**src/logic/csbh_defs.svh**
```systemverilog
`ifndef CSBH_DEFS_SVH
`define CSBH_DEFS_SVH
// Overview of operation
// - Strap high picks the nine-bit command protocol, strap low the five-bit.
// - One shared 32-bit address/data bus, driven only by the cycle's source.
// - Nine-bit mode: each cycle carries a 9-bit command or data identifier.
// - Nine-bit mode: four check lines carry byte parity of data words.
// - Command parity pin is unused: driven low, input ignored.
// - Nine-bit mode: processor pulls valid-out low while driving a valid word.
// - Nine-bit mode: release output pulses low when the bus is handed over.
// - Five-bit mode: only the low five command lines carry codes.
// - Five-bit mode: upper command, check and parity lines driven low.
// - Five-bit mode: processor pulls its valid output low on valid words.
// - Five-bit mode: owner output stays low while the processor is master.
// - Five-bit mode: the read accept input is ignored.
// - A 3-bit ratio strap; code 000 gives field 010 and ratio 1:4.

`define CSBH_OFF_CTRL 8'h00
`define CSBH_OFF_TXADDR 8'h04
`define CSBH_OFF_TXDATA 8'h08
`define CSBH_OFF_TXCMD 8'h0c
`define CSBH_OFF_STATUS 8'h10
`define CSBH_OFF_RXDATA 8'h14
`define CSBH_OFF_RXCMD 8'h18

`define CSBH_CTRL_START 0
`define CSBH_CTRL_WRITE 1
`define CSBH_TXCMD_DID_LSB 16
`define CSBH_RXCMD_CHK_LSB 16

`define CSBH_ST_BUSY 0
`define CSBH_ST_OWNER 1
`define CSBH_ST_MODE 2
`define CSBH_ST_CFGOK 3
`define CSBH_ST_EC_LSB 4
`define CSBH_ST_RATIO_OK 7
`define CSBH_ST_RXVALID 8
`define CSBH_ST_PARERR 9

`define CSBH_STRAP_SETTLE 2'h2
`define CSBH_DIV_CODE_1_4 3'h0
`define CSBH_EC_1_4 3'h2
`define CSBH_EC_UNLISTED 3'h0
`define CSBH_REF_RATIO 4'h4
`endif

```
**src/logic/csbh_pkg.sv**
```systemverilog
package csbh_pkg;
	typedef logic [31:0] csbh_word_t;
	typedef logic [8:0] csbh_cmd_t;
	typedef logic [3:0] csbh_chk_t;
	typedef logic [2:0] csbh_ratio_t;
	typedef enum logic [2:0] {
		CSBH_IDLE,
		CSBH_REQ,
		CSBH_ADDR,
		CSBH_WDATA,
		CSBH_RDWAIT,
		CSBH_SLAVE
	} csbh_state_t;
endpackage

```
**src/logic/csbh_bus_if.sv**
```systemverilog
// The placing of the registers and the APB slave port were chosen for this implementation.
`timescale 1ns/1ns
`include "csbh_defs.svh"

module csbh_bus_if (
	input wire logic pclk,
	input wire logic presetn,
	input wire logic psel,
	input wire logic penable,
	input wire logic pwrite,
	input wire logic [7:0] paddr,
	input wire csbh_pkg::csbh_word_t pwdata,
	output csbh_pkg::csbh_word_t prdata,
	output logic pready,
	output logic pslverr,
	input wire logic protocol_select_strap,
	input wire csbh_pkg::csbh_ratio_t clock_ratio_strap,
	input wire logic reference_clock_in,
	input wire csbh_pkg::csbh_word_t sys_addr_data_bus_in,
	output csbh_pkg::csbh_word_t sys_addr_data_bus_out,
	output logic sys_addr_data_bus_oe,
	input wire csbh_pkg::csbh_cmd_t sys_command_id_bus_in,
	output csbh_pkg::csbh_cmd_t sys_command_id_bus_out,
	output csbh_pkg::csbh_cmd_t sys_command_id_bus_oe,
	input wire csbh_pkg::csbh_chk_t sys_data_check_bus_in,
	output csbh_pkg::csbh_chk_t sys_data_check_bus_out,
	output csbh_pkg::csbh_chk_t sys_data_check_bus_oe,
	input wire logic command_parity_pin_in,
	output logic command_parity_pin_out,
	output logic command_parity_pin_oe,
	input wire logic agent_valid_in_n,
	output logic proc_valid_out_n,
	input wire logic agent_bus_request_n,
	output logic bus_handoff_n,
	input wire logic write_accept_n,
	input wire logic read_accept_n
);
	import csbh_pkg::*;

	logic proto_mode, cfg_ready, ratio_ok, agent_valid, agent_req, wr_acc;
	logic rd_acc, accept_ok, in_slave, slave_d, pend_q, dir_q, rx_valid_q;
	logic par_err_q, capture, wr_en, setup, rd_clear, err_clear, rd_hit;
	logic [3:0] hs_meta_q, hs_sync_q;
	csbh_ratio_t ratio_config_field;
	csbh_word_t ad_meta_q, ad_sync_q, tx_addr_q, tx_data_q, rx_data_q;
	csbh_word_t ad_out_d, rd_mux;
	csbh_cmd_t cmd_meta_q, cmd_sync_q, tx_acmd_q, tx_did_q, rx_cmd_q;
	csbh_cmd_t cmd_out_d;
	csbh_chk_t chk_meta_q, chk_sync_q, rx_chk_q, par_in, par_out;
	csbh_state_t state_q, state_d;

	csbh_strap_clk u_strap (
		.pclk(pclk),
		.presetn(presetn),
		.protocol_select_strap(protocol_select_strap),
		.clock_ratio_strap(clock_ratio_strap),
		.reference_clock_in(reference_clock_in),
		.proto_mode(proto_mode),
		.ratio_config_field(ratio_config_field),
		.cfg_ready(cfg_ready),
		.ratio_ok(ratio_ok)
	);

	////////////////////////////////////////////////////////////////////////
	// Every pin input but the parity pin passes two flops; bus words and their strobes share
	// the same latency so a word is always seen together with its valid.
	always_ff @(posedge pclk or negedge presetn) begin
		if (!presetn) begin
			ad_meta_q <= 32'h0;
			ad_sync_q <= 32'h0;
			cmd_meta_q <= 9'h0;
			cmd_sync_q <= 9'h0;
			chk_meta_q <= 4'h0;
			chk_sync_q <= 4'h0;
			hs_meta_q <= 4'hf;
			hs_sync_q <= 4'hf;
		end else begin
			ad_meta_q <= sys_addr_data_bus_in;
			ad_sync_q <= ad_meta_q;
			cmd_meta_q <= sys_command_id_bus_in;
			cmd_sync_q <= cmd_meta_q;
			chk_meta_q <= sys_data_check_bus_in;
			chk_sync_q <= chk_meta_q;
			hs_meta_q <= {agent_valid_in_n, agent_bus_request_n,
				write_accept_n, read_accept_n};
			hs_sync_q <= hs_meta_q;
		end
	end

	assign agent_valid = !hs_sync_q[3];
	assign agent_req = !hs_sync_q[2];
	assign wr_acc = !hs_sync_q[1];
	assign rd_acc = !hs_sync_q[0];
	// The shared accept pin acts for both directions in five-bit mode.
	assign accept_ok = proto_mode ? (dir_q ? wr_acc : rd_acc) : wr_acc;
	assign in_slave = (state_q == CSBH_RDWAIT) || (state_q == CSBH_SLAVE);
	for (genvar i = 0; i < 4; i++) begin : g_par
		assign par_in[i] = ^ad_sync_q[8*i +: 8];
		assign par_out[i] = ^ad_out_d[8*i +: 8];
	end

	////////////////////////////////////////////////////////////////////////
	// Registers are answered with no wait state; read data is caught in
	// the setup cycle so that prdata comes straight from a flop.
	assign pready = 1'b1;
	assign setup = psel && !penable;
	assign wr_en = psel && penable && pwrite;
	assign rd_clear = setup && !pwrite && (paddr == `CSBH_OFF_RXDATA);
	assign err_clear = wr_en && (paddr == `CSBH_OFF_STATUS)
		&& pwdata[`CSBH_ST_PARERR];
	always_comb begin
		rd_mux = 32'h0;
		rd_hit = 1'b1;
		case (paddr)
		`CSBH_OFF_CTRL: rd_mux[`CSBH_CTRL_WRITE] = dir_q;
		`CSBH_OFF_TXADDR: rd_mux = tx_addr_q;
		`CSBH_OFF_TXDATA: rd_mux = tx_data_q;
		`CSBH_OFF_TXCMD: begin
			rd_mux[8:0] = tx_acmd_q;
			rd_mux[`CSBH_TXCMD_DID_LSB +: 9] = tx_did_q;
		end
		`CSBH_OFF_STATUS: begin
			rd_mux[`CSBH_ST_BUSY] = pend_q;
			rd_mux[`CSBH_ST_OWNER] = !in_slave;
			rd_mux[`CSBH_ST_MODE] = proto_mode;
			rd_mux[`CSBH_ST_CFGOK] = cfg_ready;
			rd_mux[`CSBH_ST_EC_LSB +: 3] = ratio_config_field;
			rd_mux[`CSBH_ST_RATIO_OK] = ratio_ok;
			rd_mux[`CSBH_ST_RXVALID] = rx_valid_q;
			rd_mux[`CSBH_ST_PARERR] = par_err_q;
		end
		`CSBH_OFF_RXDATA: rd_mux = rx_data_q;
		`CSBH_OFF_RXCMD: begin
			rd_mux[8:0] = rx_cmd_q;
			rd_mux[`CSBH_RXCMD_CHK_LSB +: 4] = rx_chk_q;
		end
		default: rd_hit = 1'b0;
		endcase
	end

	always_ff @(posedge pclk or negedge presetn) begin
		if (!presetn) begin
			prdata <= 32'h0;
			pslverr <= 1'b0;
		end else if (setup) begin
			prdata <= pwrite ? 32'h0 : rd_mux;
			pslverr <= !rd_hit;
		end
	end
	// Transfer set-up is locked while a transfer is pending.
	always_ff @(posedge pclk or negedge presetn) begin
		if (!presetn) begin
			dir_q <= 1'b0;
			tx_addr_q <= 32'h0;
			tx_data_q <= 32'h0;
			tx_acmd_q <= 9'h0;
			tx_did_q <= 9'h0;
		end else if (wr_en && !pend_q) begin
			case (paddr)
			`CSBH_OFF_CTRL: dir_q <= pwdata[`CSBH_CTRL_WRITE];
			`CSBH_OFF_TXADDR: tx_addr_q <= pwdata;
			`CSBH_OFF_TXDATA: tx_data_q <= pwdata;
			`CSBH_OFF_TXCMD: begin
				tx_acmd_q <= pwdata[8:0];
				tx_did_q <= pwdata[`CSBH_TXCMD_DID_LSB +: 9];
			end
			default: ;
			endcase
		end
	end
	always_ff @(posedge pclk or negedge presetn) begin
		if (!presetn) begin
			pend_q <= 1'b0;
		end else if (wr_en && !pend_q && (paddr == `CSBH_OFF_CTRL)
			&& pwdata[`CSBH_CTRL_START]) begin
			pend_q <= 1'b1;
		end else if ((state_q == CSBH_WDATA)
			|| ((state_q == CSBH_RDWAIT) && agent_valid)) begin
			pend_q <= 1'b0;
		end
	end

	////////////////////////////////////////////////////////////////////////
	// An agent request wins over a pending transfer, which waits in idle.
	always_comb begin
		state_d = state_q;
		case (state_q)
		CSBH_IDLE: begin
			if (cfg_ready && agent_req) begin
				state_d = CSBH_SLAVE;
			end else if (cfg_ready && pend_q) begin
				state_d = CSBH_REQ;
			end
		end
		CSBH_REQ: if (accept_ok) state_d = CSBH_ADDR;
		CSBH_ADDR: state_d = dir_q ? CSBH_WDATA : CSBH_RDWAIT;
		CSBH_WDATA: state_d = CSBH_IDLE;
		CSBH_RDWAIT: if (agent_valid) state_d = CSBH_IDLE;
		CSBH_SLAVE: if (!agent_req && !agent_valid) state_d = CSBH_IDLE;
		default: state_d = CSBH_IDLE;
		endcase
	end

	always_ff @(posedge pclk or negedge presetn) begin
		if (!presetn) begin
			state_q <= CSBH_IDLE;
		end else begin
			state_q <= state_d;
		end
	end
	assign capture = in_slave && agent_valid;
	always_ff @(posedge pclk or negedge presetn) begin
		if (!presetn) begin
			rx_data_q <= 32'h0;
			rx_cmd_q <= 9'h0;
			rx_chk_q <= 4'h0;
		end else if (capture) begin
			rx_data_q <= ad_sync_q;
			rx_cmd_q <= proto_mode ? cmd_sync_q
				: {4'h0, cmd_sync_q[4:0]};
			rx_chk_q <= proto_mode ? chk_sync_q : 4'h0;
		end
	end

	// A new word or parity fault wins over a clear in the same cycle.
	always_ff @(posedge pclk or negedge presetn) begin
		if (!presetn) begin
			rx_valid_q <= 1'b0;
			par_err_q <= 1'b0;
		end else begin
			rx_valid_q <= capture || (rx_valid_q && !rd_clear);
			par_err_q <= (capture && proto_mode && (chk_sync_q != par_in))
				|| (par_err_q && !err_clear);
		end
	end

	////////////////////////////////////////////////////////////////////////
	// Pin outputs are built from the next state and registered, so each
	// pin changes on the same edge as the state it belongs to.
	always_comb begin
		slave_d = (state_d == CSBH_RDWAIT) || (state_d == CSBH_SLAVE);
		ad_out_d = (state_d == CSBH_WDATA) ? tx_data_q : tx_addr_q;
		cmd_out_d = (state_d == CSBH_WDATA) ? tx_did_q : tx_acmd_q;
		if (!proto_mode) begin
			cmd_out_d[8:5] = 4'h0;
		end
	end

	always_ff @(posedge pclk or negedge presetn) begin
		if (!presetn) begin
			sys_addr_data_bus_out <= 32'h0;
			sys_command_id_bus_out <= 9'h0;
			sys_data_check_bus_out <= 4'h0;
			proc_valid_out_n <= 1'b1;
			bus_handoff_n <= 1'b1;
		end else begin
			sys_addr_data_bus_out <= ad_out_d;
			sys_command_id_bus_out <= cmd_out_d;
			sys_data_check_bus_out <= proto_mode ? par_out : 4'h0;
			proc_valid_out_n <= !((state_d == CSBH_ADDR)
				|| (state_d == CSBH_WDATA));
			if (!cfg_ready) begin
				bus_handoff_n <= 1'b1;
			end else if (proto_mode) begin
				bus_handoff_n <= !(slave_d && !in_slave);
			end else begin
				bus_handoff_n <= slave_d;
			end
		end
	end

	// In five-bit mode the unused lines are held low for the whole time,
	// which covers both address output and data input cycles.
	always_ff @(posedge pclk or negedge presetn) begin
		if (!presetn) begin
			sys_addr_data_bus_oe <= 1'b0;
			sys_command_id_bus_oe <= 9'h0;
			sys_data_check_bus_oe <= 4'h0;
			command_parity_pin_oe <= 1'b0;
		end else begin
			sys_addr_data_bus_oe <= cfg_ready && !slave_d;
			sys_command_id_bus_oe[4:0] <= {5{cfg_ready && !slave_d}};
			sys_command_id_bus_oe[8:5] <= {4{cfg_ready
				&& (!proto_mode || !slave_d)}};
			sys_data_check_bus_oe <= {4{cfg_ready
				&& (!proto_mode || !slave_d)}};
			command_parity_pin_oe <= cfg_ready
				&& (!proto_mode || !slave_d);
		end
	end

	// The parity pin carries no information; its input is never looked at.
	assign command_parity_pin_out = 1'b0;
	////////////////////////////////////////////////////////////////////////
	property p_addr_cycle;
		@(posedge pclk) disable iff (!presetn)
		state_q == CSBH_ADDR |-> !proc_valid_out_n && sys_addr_data_bus_oe
			&& sys_addr_data_bus_out == tx_addr_q;
	endproperty
	a_addr_cycle: assert property (p_addr_cycle)
		else $error("address cycle without valid address drive");
	property p_valid_drives;
		@(posedge pclk) disable iff (!presetn)
		!proc_valid_out_n |-> sys_addr_data_bus_oe
			&& (&sys_command_id_bus_oe[4:0]);
	endproperty
	a_valid_drives: assert property (p_valid_drives)
		else $error("valid output asserted while bus not driven");
	property p_slave_float;
		@(posedge pclk) disable iff (!presetn)
		in_slave |-> !sys_addr_data_bus_oe
			&& (sys_command_id_bus_oe[4:0] == 5'h0) && proc_valid_out_n;
	endproperty
	a_slave_float: assert property (p_slave_float)
		else $error("processor drives bus while agent owns it");
	property p_parity_low;
		@(posedge pclk) disable iff (!presetn)
		sys_addr_data_bus_oe |-> command_parity_pin_oe
			&& !command_parity_pin_out;
	endproperty
	a_parity_low: assert property (p_parity_low)
		else $error("parity pin not driven low with the bus");
	property p_five_tie;
		@(posedge pclk) disable iff (!presetn)
		cfg_ready && !proto_mode ##1 1'b1
			|-> (sys_data_check_bus_oe == 4'hf)
			&& (sys_data_check_bus_out == 4'h0)
			&& (sys_command_id_bus_oe[8:5] == 4'hf)
			&& (sys_command_id_bus_out[8:5] == 4'h0);
	endproperty
	a_five_tie: assert property (p_five_tie)
		else $error("unused lines not held low in five-bit mode");
	property p_check_par;
		@(posedge pclk) disable iff (!presetn)
		proto_mode && (state_q == CSBH_WDATA)
			|-> sys_data_check_bus_out[0] == ^sys_addr_data_bus_out[7:0]
			&& sys_data_check_bus_out[3] == ^sys_addr_data_bus_out[31:24];
	endproperty
	a_check_par: assert property (p_check_par)
		else $error("check bits do not match data word");
	property p_owner_level;
		@(posedge pclk) disable iff (!presetn)
		cfg_ready && !proto_mode ##1 cfg_ready
			|-> bus_handoff_n == in_slave;
	endproperty
	a_owner_level: assert property (p_owner_level)
		else $error("owner output does not follow bus mastership");
	property p_release_pulse;
		@(posedge pclk) disable iff (!presetn)
		proto_mode && $rose(in_slave) |-> !bus_handoff_n ##1 bus_handoff_n;
	endproperty
	a_release_pulse: assert property (p_release_pulse)
		else $error("release pulse missing on hand-over");
	property p_read_waits;
		@(posedge pclk) disable iff (!presetn)
		proto_mode && (state_q == CSBH_REQ) && !dir_q && !rd_acc
			|=> state_q == CSBH_REQ;
	endproperty
	a_read_waits: assert property (p_read_waits)
		else $error("read issued without read accept");
	property p_five_accept;
		@(posedge pclk) disable iff (!presetn)
		!proto_mode && (state_q == CSBH_REQ) && wr_acc
			|=> state_q == CSBH_ADDR;
	endproperty
	a_five_accept: assert property (p_five_accept)
		else $error("shared accept did not start the request");
endmodule // csbh_bus_if

```
**src/logic/csbh_strap_clk.sv**
```systemverilog
`timescale 1ns/1ns
`include "csbh_defs.svh"

module csbh_strap_clk (
	input wire logic pclk,
	input wire logic presetn,
	input wire logic protocol_select_strap,
	input wire csbh_pkg::csbh_ratio_t clock_ratio_strap,
	input wire logic reference_clock_in,
	output logic proto_mode,
	output csbh_pkg::csbh_ratio_t ratio_config_field,
	output logic cfg_ready,
	output logic ratio_ok
);
	import csbh_pkg::*;

	logic [3:0] strap_meta_q;
	logic [3:0] strap_sync_q;
	logic [1:0] settle_q;
	csbh_ratio_t code_q;
	logic ref_meta_q;
	logic ref_sync_q;
	logic ref_prev_q;
	logic [3:0] cyc_q;

	////////////////////////////////////////////////////////////////////////
	always_ff @(posedge pclk or negedge presetn) begin
		if (!presetn) begin
			strap_meta_q <= 4'h0;
			strap_sync_q <= 4'h0;
		end else begin
			strap_meta_q <= {protocol_select_strap, clock_ratio_strap};
			strap_sync_q <= strap_meta_q;
		end
	end

	// The straps are caught once the synchroniser has filled, then frozen.
	always_ff @(posedge pclk or negedge presetn) begin
		if (!presetn) begin
			settle_q <= 2'h0;
			cfg_ready <= 1'b0;
			proto_mode <= 1'b0;
			code_q <= 3'h0;
			ratio_config_field <= 3'h0;
		end else if (!cfg_ready) begin
			if (settle_q == `CSBH_STRAP_SETTLE) begin
				cfg_ready <= 1'b1;
				proto_mode <= strap_sync_q[3];
				code_q <= strap_sync_q[2:0];
				if (strap_sync_q[2:0] == `CSBH_DIV_CODE_1_4) begin
					ratio_config_field <= `CSBH_EC_1_4;
				end else begin
					ratio_config_field <= `CSBH_EC_UNLISTED;
				end
			end else begin
				settle_q <= settle_q + 2'h1;
			end
		end
	end

	////////////////////////////////////////////////////////////////////////
	// The core runs on pclk, so the ratio is checked by counting core
	// cycles per reference period rather than by synthesising a clock.
	always_ff @(posedge pclk or negedge presetn) begin
		if (!presetn) begin
			ref_meta_q <= 1'b0;
			ref_sync_q <= 1'b0;
			ref_prev_q <= 1'b0;
			cyc_q <= 4'h0;
			ratio_ok <= 1'b0;
		end else begin
			ref_meta_q <= reference_clock_in;
			ref_sync_q <= ref_meta_q;
			ref_prev_q <= ref_sync_q;
			if (ref_sync_q && !ref_prev_q) begin
				cyc_q <= 4'h0;
				ratio_ok <= cfg_ready && (code_q == `CSBH_DIV_CODE_1_4)
					&& (cyc_q == `CSBH_REF_RATIO - 4'h1);
			end else if (cyc_q != 4'hf) begin
				cyc_q <= cyc_q + 4'h1;
			end
		end
	end

	property p_ratio_map;
		@(posedge pclk) disable iff (!presetn)
		cfg_ready && (code_q == `CSBH_DIV_CODE_1_4)
			|-> ratio_config_field == `CSBH_EC_1_4;
	endproperty
	a_ratio_map: assert property (p_ratio_map)
		else $error("ratio code 000 did not give field 010");

	property p_strap_hold;
		@(posedge pclk) disable iff (!presetn)
		cfg_ready |=> cfg_ready && $stable(proto_mode)
			&& $stable(ratio_config_field);
	endproperty
	a_strap_hold: assert property (p_strap_hold)
		else $error("strap settings changed after capture");
endmodule // csbh_strap_clk

```
**config.mk**
```make
export PLATFORM = sky130hd
export DESIGN_NAME = csbh_bus_if
export DESIGN_NICKNAME = d
export VERILOG_FILES = /design/src/logic/csbh_pkg.sv /design/src/logic/csbh_bus_if.sv /design/src/logic/csbh_strap_clk.sv
export VERILOG_INCLUDE_DIRS = /design/src /design/src/logic
export SDC_FILE = /design/constraint.sdc
export NUM_CORES = 1
export LEC_CHECK = 0
export BUFFER_PORTS_ARGS = -buffer_cell sky130_fd_sc_hd__buf_2
export CAP_MARGIN = 20
export CORE_MARGIN = 1
export CORE_UTILIZATION = 55
export DETAILED_ROUTE_END_ITERATION = 6
export PLACE_DENSITY = 0.77
export SLEW_MARGIN = 20
export SYNTH_ARGS = -nofsm -noshare
export SYNTH_HDL_FRONTEND = slang
export SYNTH_HIERARCHICAL = 1
export SYNTH_SLANG_ARGS = --single-unit
```
**constraint.sdc**
```tcl
create_clock -name pclk -period 2.79 [get_ports pclk]
set_input_delay 0.558 -clock pclk [delete_from_list [all_inputs] [get_ports pclk]]
set_output_delay 0.558 -clock pclk [all_outputs]
set_load 0.05 [all_outputs]
```
# After elaboration in Yosys (flattened, before gate mapping)
# Cells that the tools add are included.
# W data, S select, Z words.
op_classes:
  n_eq_ne: 19
  addsub: 2
  muxes: 34
  n_reduce_logical: 69
  bitwise_logic: 2
ops:
  columns: ["op", "count"]
  rows:
  - ["$mux W32", 2]
  - ["$reduce_xor A8 Y1", 8]
  - ["$pmux W7 S6", 1]
  - ["$logic_and A1 B1 Y1", 25]
  - ["$eq A8 B5 Y1 const B", 3]
  - ["$pmux W7 S3", 1]
  - ["$mux W4", 5]
  - ["$pmux W4 S5", 1]
  - ["$pmux W5 S4", 1]
  - ["$mux W3", 6]
  - ["$mux W9", 2]
  - ["$pmux W6 S3", 1]
  - ["$eq A8 B4 Y1 const B", 2]
  - ["$logic_not A1 Y1", 16]
  - ["$pmux W3 S5", 1]
  - ["$eq A3 B2 Y1 const B", 4]
  - ["$eq A3 B3 Y1 const B", 4]
  - ["$reduce_and A2 Y1", 6]
  - ["$logic_not A3 Y1", 3]
  - ["$mux W1", 9]
  - ["$eq A8 B3 Y1 const B", 1]
  - ["$logic_not A8 Y1", 1]
  - ["$logic_or A1 B1 Y1", 7]
  - ["$pmux W1 S7", 1]
  - ["other kinds (13)", 15]
totals:
  regBits: 347
  out_inout_bits: 97

# Longest topological paths before layout
logic_depth:
  ltp_word: 11
  mapped_depth: 10
  depth_no_buf: 5

# Cells and area by module
# The synthesis kept the hierarchy.
modules_own_cells:
  columns: ["mod", "instances", "area_per_inst_um2", "seq_area_each_um2", "cells_each"]
  rows:
  - ["csbh_bus_if", 1, 12687.2, 7870.0, 985]
  - ["csbh_strap_clk", 1, 863.3, 600.6, 59]

# Worst setup path before layout
# Ideal clock, no wire load.
synth_path:
  path_type: "input -> register"
  startpoint: "input port paddr[4]"
  endpoint: "register tx_acmd_q[0]"
  path_stages: 10
  n_path_buf: 5
  path_slack_ns: 0.554
  arrival_ns: 2.110
  setup_time_ns: 0.125
  path_cell_list: "buf_6 nand2b_4 buf_6 or3_1 buf_6 inv_2 and3_4 buf_12 buf_12 mux2_4"
synth_via:
  elab_chain_len: 2
synth_lines:
  columns: ["element", "line", "source"]
  rows:
  - ["start: declaration", "csbh_bus_if.sv:11", "input wire logic [7:0] paddr,"]
  - ["$eq A8 B4 Y1", "csbh_bus_if.sv:159", "case (paddr)"]
  - ["$reduce_and A2 Y1 (no source line)", null, null]
  - ["end signal: assignment", "csbh_bus_if.sv:164", "tx_acmd_q <= pwdata[8:0];"]
  - ["end: declaration", "csbh_bus_if.sv:47", "csbh_cmd_t cmd_meta_q, cmd_sync_q, tx_acmd_q, tx_did_q, rx_cmd_q;"]
# Every way passes these cells.
# A chain may end at the register's enable or synchronous reset.

# Worst setup path in the final report
layout_path:
  startpoint: "input port paddr[3]"
  endpoint: "register tx_addr_q[7]"
layout_via:
  elab_chain_len: 2
layout_lines:
  columns: ["element", "line", "source"]
  rows:
  - ["$eq A8 B3 Y1", "csbh_bus_if.sv:159", null]
  - ["$reduce_and A2 Y1 (no source line)", null, null]
  - ["end signal: assignment", "csbh_bus_if.sv:161", "`CSBH_OFF_TXADDR: tx_addr_q <= pwdata;"]
  - ["end: declaration", "csbh_bus_if.sv:45", "csbh_word_t ad_meta_q, ad_sync_q, tx_addr_q, tx_data_q, rx_data_q;"]
# Every way passes these cells.

==> flow_summary.toml <==
[setup_path]
r2r_start = "pend_q"
r2r_cells = 4
cp.depth = 6
worstPathArrival_ps = 2430
slowest_delay_ps = 410
path_cells = "buf_2 > nor2b_2 > nand2_1 > nor3b_4 > buf_12 > mux2_2"
path_buf_inv = 2
critPathTopFamily = "simple AND/OR/NAND/NOR gates"
required_ps = 3190
critPathCapture = "tx_addr_q[7]"
worstPathMaxFanout = 32
critPathKind = "in2reg"
crit-reg2reg-capture = "tx_addr_q[7]"
r2r_slack_ps = 930
crit_path_start = "paddr[3]"
slowest_stage = "nor2b_2"
cp-start-kind = "input pin"
cp-end-kind = "register"

[clock_tree]
clk_latency_ps = 520
clkTransAtPathRegs_ps = 60
cts_inserted_buffers = 35
cts-root-buf = "clkbuf_16"
cts_max_level = 2
cts_resized = 0
clock-sinks = 338
cts_tree = "yes"
cts_buffer_depth = 3

[synthesis]
synth_top_area_cell = "dfrtp_1"
synth_xor_area_share_pct = 6.020
synthTopCellsByCount = "dfrtp_1 (328), nand2_1 (166), mux2_2 (121)"
synthTopCellsByArea = "dfrtp_1 (61%), mux2_2 (10%), nand2_1 (4.6%), xnor2_1 (4.5%), mux2i_1 (2.3%)"
ys_async_sr_fraction_pct = 100.0
synth_area_per_cell_um2 = 12.98
synth_compound_area_share_pct = 5.937
synth.top_cell.area_share_pct = 60.57
synth_top_family_by_area = "multiplexers"
yosysUniqueCellTypes = 60
synth_cells = 1044
synth_ff_type = "dfrtp_1"
synth_adder_area_share_pct = 0.1847
synth_most_common_cell = "dfrtp_1"
synth_edf_count = 0
syn-cell-area_um2 = 13550
synthSimpleGateAreaFrac_pct = 8.310
synth-seq-area-share_pct = 62.51
synthMuxAreaShare_pct = 13.70
yosys_warnings = 6
ys_seq_elements = 338

[run]
maxCapViolCount = 0

[die]
start_util_pct = 55.88
die_w_um = 159.0
die_h_um = 159.0
rows = 57
core_um2 = 24250
pin_count = 197
dieArea_um2 = 25270

[global_routing]
globalRouteOverflowTotal = 0
antenna_found_initial = 3
grtUsageTotal_pct = 23.83
grt_max_degree = 95
grt_pass1_wl_um = 46700
grt_pass1_vias = 8402

[sta]
period_share_pct = 72.71
final-max-slew-violation-count = 0
tightestPinTransition_ps = 960.5
finalHoldViolCount = 0
layout_setup_ws_ps = 761.3
max_slew_margin_pct = 35.68
finClkSkew_ps = 12.03
setup_viol = 0
tns_ps = 0
rsz0062_at_grt = "no"
fmax_ghz = 0.4929
min_period_ps = 2029
hold_slack_ps = 142.5

[routing]
route.detailed.drc = 0
finalWirelength_um = 29440
ant_nets = 0
drt-initial-drc-count = 667
first_pass_iters = 4
num_vias = 8438
vias_per_cell = 5.334
post_drt_wl_per_cell_um = 18.61

[placement]
place_congestion = 0.8898
hpwl_um = 19770
io_buffers = 193
dp_slack_ps = 285.4

[pwr]
peakVddDrop_uv = 424.5
p_per_area_nw_per_um2 = 776.2
p_leak_nw = 7.936

[final_layout]
synthToLayoutAreaGrowth_pct = 18.59
drive_gt1_share_pct = 34.00
finalNetCount = 1329

[min_path]
min_path_type = "in2reg"

[status]
status = "finished clean"
-- cell families after synthesis --
family	after synthesis
AO/OA/AOI/OAI	121
XOR/XNOR	86
adder cells (fa/ha/maj)	2
buffers and inverters	76
flip-flops	338
multiplexers	165
other	3
AND/OR/NAND/NOR	253
-- how the worst min path moves through the flow --
stage	startpoint	to	depth (start not counted)
after floorplan	presetn	ad_meta_q[0]	0
after global placement	ad_meta_q[21]	ad_sync_q[21]	0
after detailed placement	ad_meta_q[14]	ad_sync_q[14]	0
after CTS	read_accept_n	hs_meta_q[0]	1
after global routing	agent_valid_in_n	hs_meta_q[3]	1
final	read_accept_n	hs_meta_q[0]	1
-- routing by layer --
| metal | share of wire (%) | GRT usage (%) |
|---|---|---|
| met3 | 6.4 | 4.454 |
| met4 | 3.9 | 9.965 |
| met2 | 45 | 35.33 |
| met1 | 45 | 34.88 |
| met5 | 0 | 0 |
-- cell type report --
type / count / area, µm²
flip-flops and latches: 338 / 8471
fillers: 1824 / 8179
multi-input cells: 631 / 4662
repair buffers: 215 / 1219
clock buffers: 53 / 1096
well taps: 324 / 405.4
clock inverters: 10 / 181.4
inverters: 6 / 22.52
diodes: 5 / 12.51
-- stage by stage --
| stage | cells | instance area [µm²] | power [W] | utilization [%] |
|---|---|---|---|---|
| floorplan | 1045 | 13550 | 0.007057 | - |
| global placement | 1513 | 14770 | 0.007464 | 60.91 |
| detailed placement | 1513 | 14770 | 0.007526 | 60.91 |
| CTS | 1577 | 16060 | 0.01257 | 66.22 |
| global route | 1578 | 16060 | 0.01300 | 66.23 |
| finish | 1582 | 16070 | 0.01247 | 66.27 |
-- where the power goes --
group	internal (W)	total [W]	switching, W	leakage (nW)
Combinational	0.000571	0.00172	0.00115	2.97
Clock	0.00318	0.00502	0.00184	0.628
Sequential	0.00539	0.00574	0.000343	4.33
-- flip-flops by register name, indices dropped and copies added, names as in the netlist, 32 cells and up --
| name | cells |
|---|---|
| ad_meta_q | 32 |
| ad_sync_q | 32 |
| prdata | 32 |
| rx_data_q | 32 |
| sys_addr_data_bus_out | 32 |
| tx_addr_q | 32 |
| tx_data_q | 32 |
-- repair_timing --
item,CTS,global route
setup buffers,0,0
hold buffers,1,0
endpoints found under the hold margin,44,0
-- cell usage in the layout, fill, tap and decap left out, types with 5 or more instances in the layout --
master / count
bufinv_16: 5
clkbuf_1: 5
mux2i_1: 31
diode_2: 5
buf_12: 6
xor2_1: 12
buf_4: 15
nand2b_1: 7
mux2_2: 121
clkbuf_16: 37
inv_1: 5
o21ai_0: 32
dfrtp_1: 328
a22oi_1: 22
mux2_4: 10
a221oi_1: 8
nand3_1: 14
buf_2: 192
o22ai_1: 11
a21oi_1: 19
xnor2_1: 69
nor2b_1: 11
a22o_1: 5
dfstp_2: 10
clkbuf_8: 11
nand2_1: 166
nor2_1: 23
No activity file was read; power rests on OpenSTA's default activity.
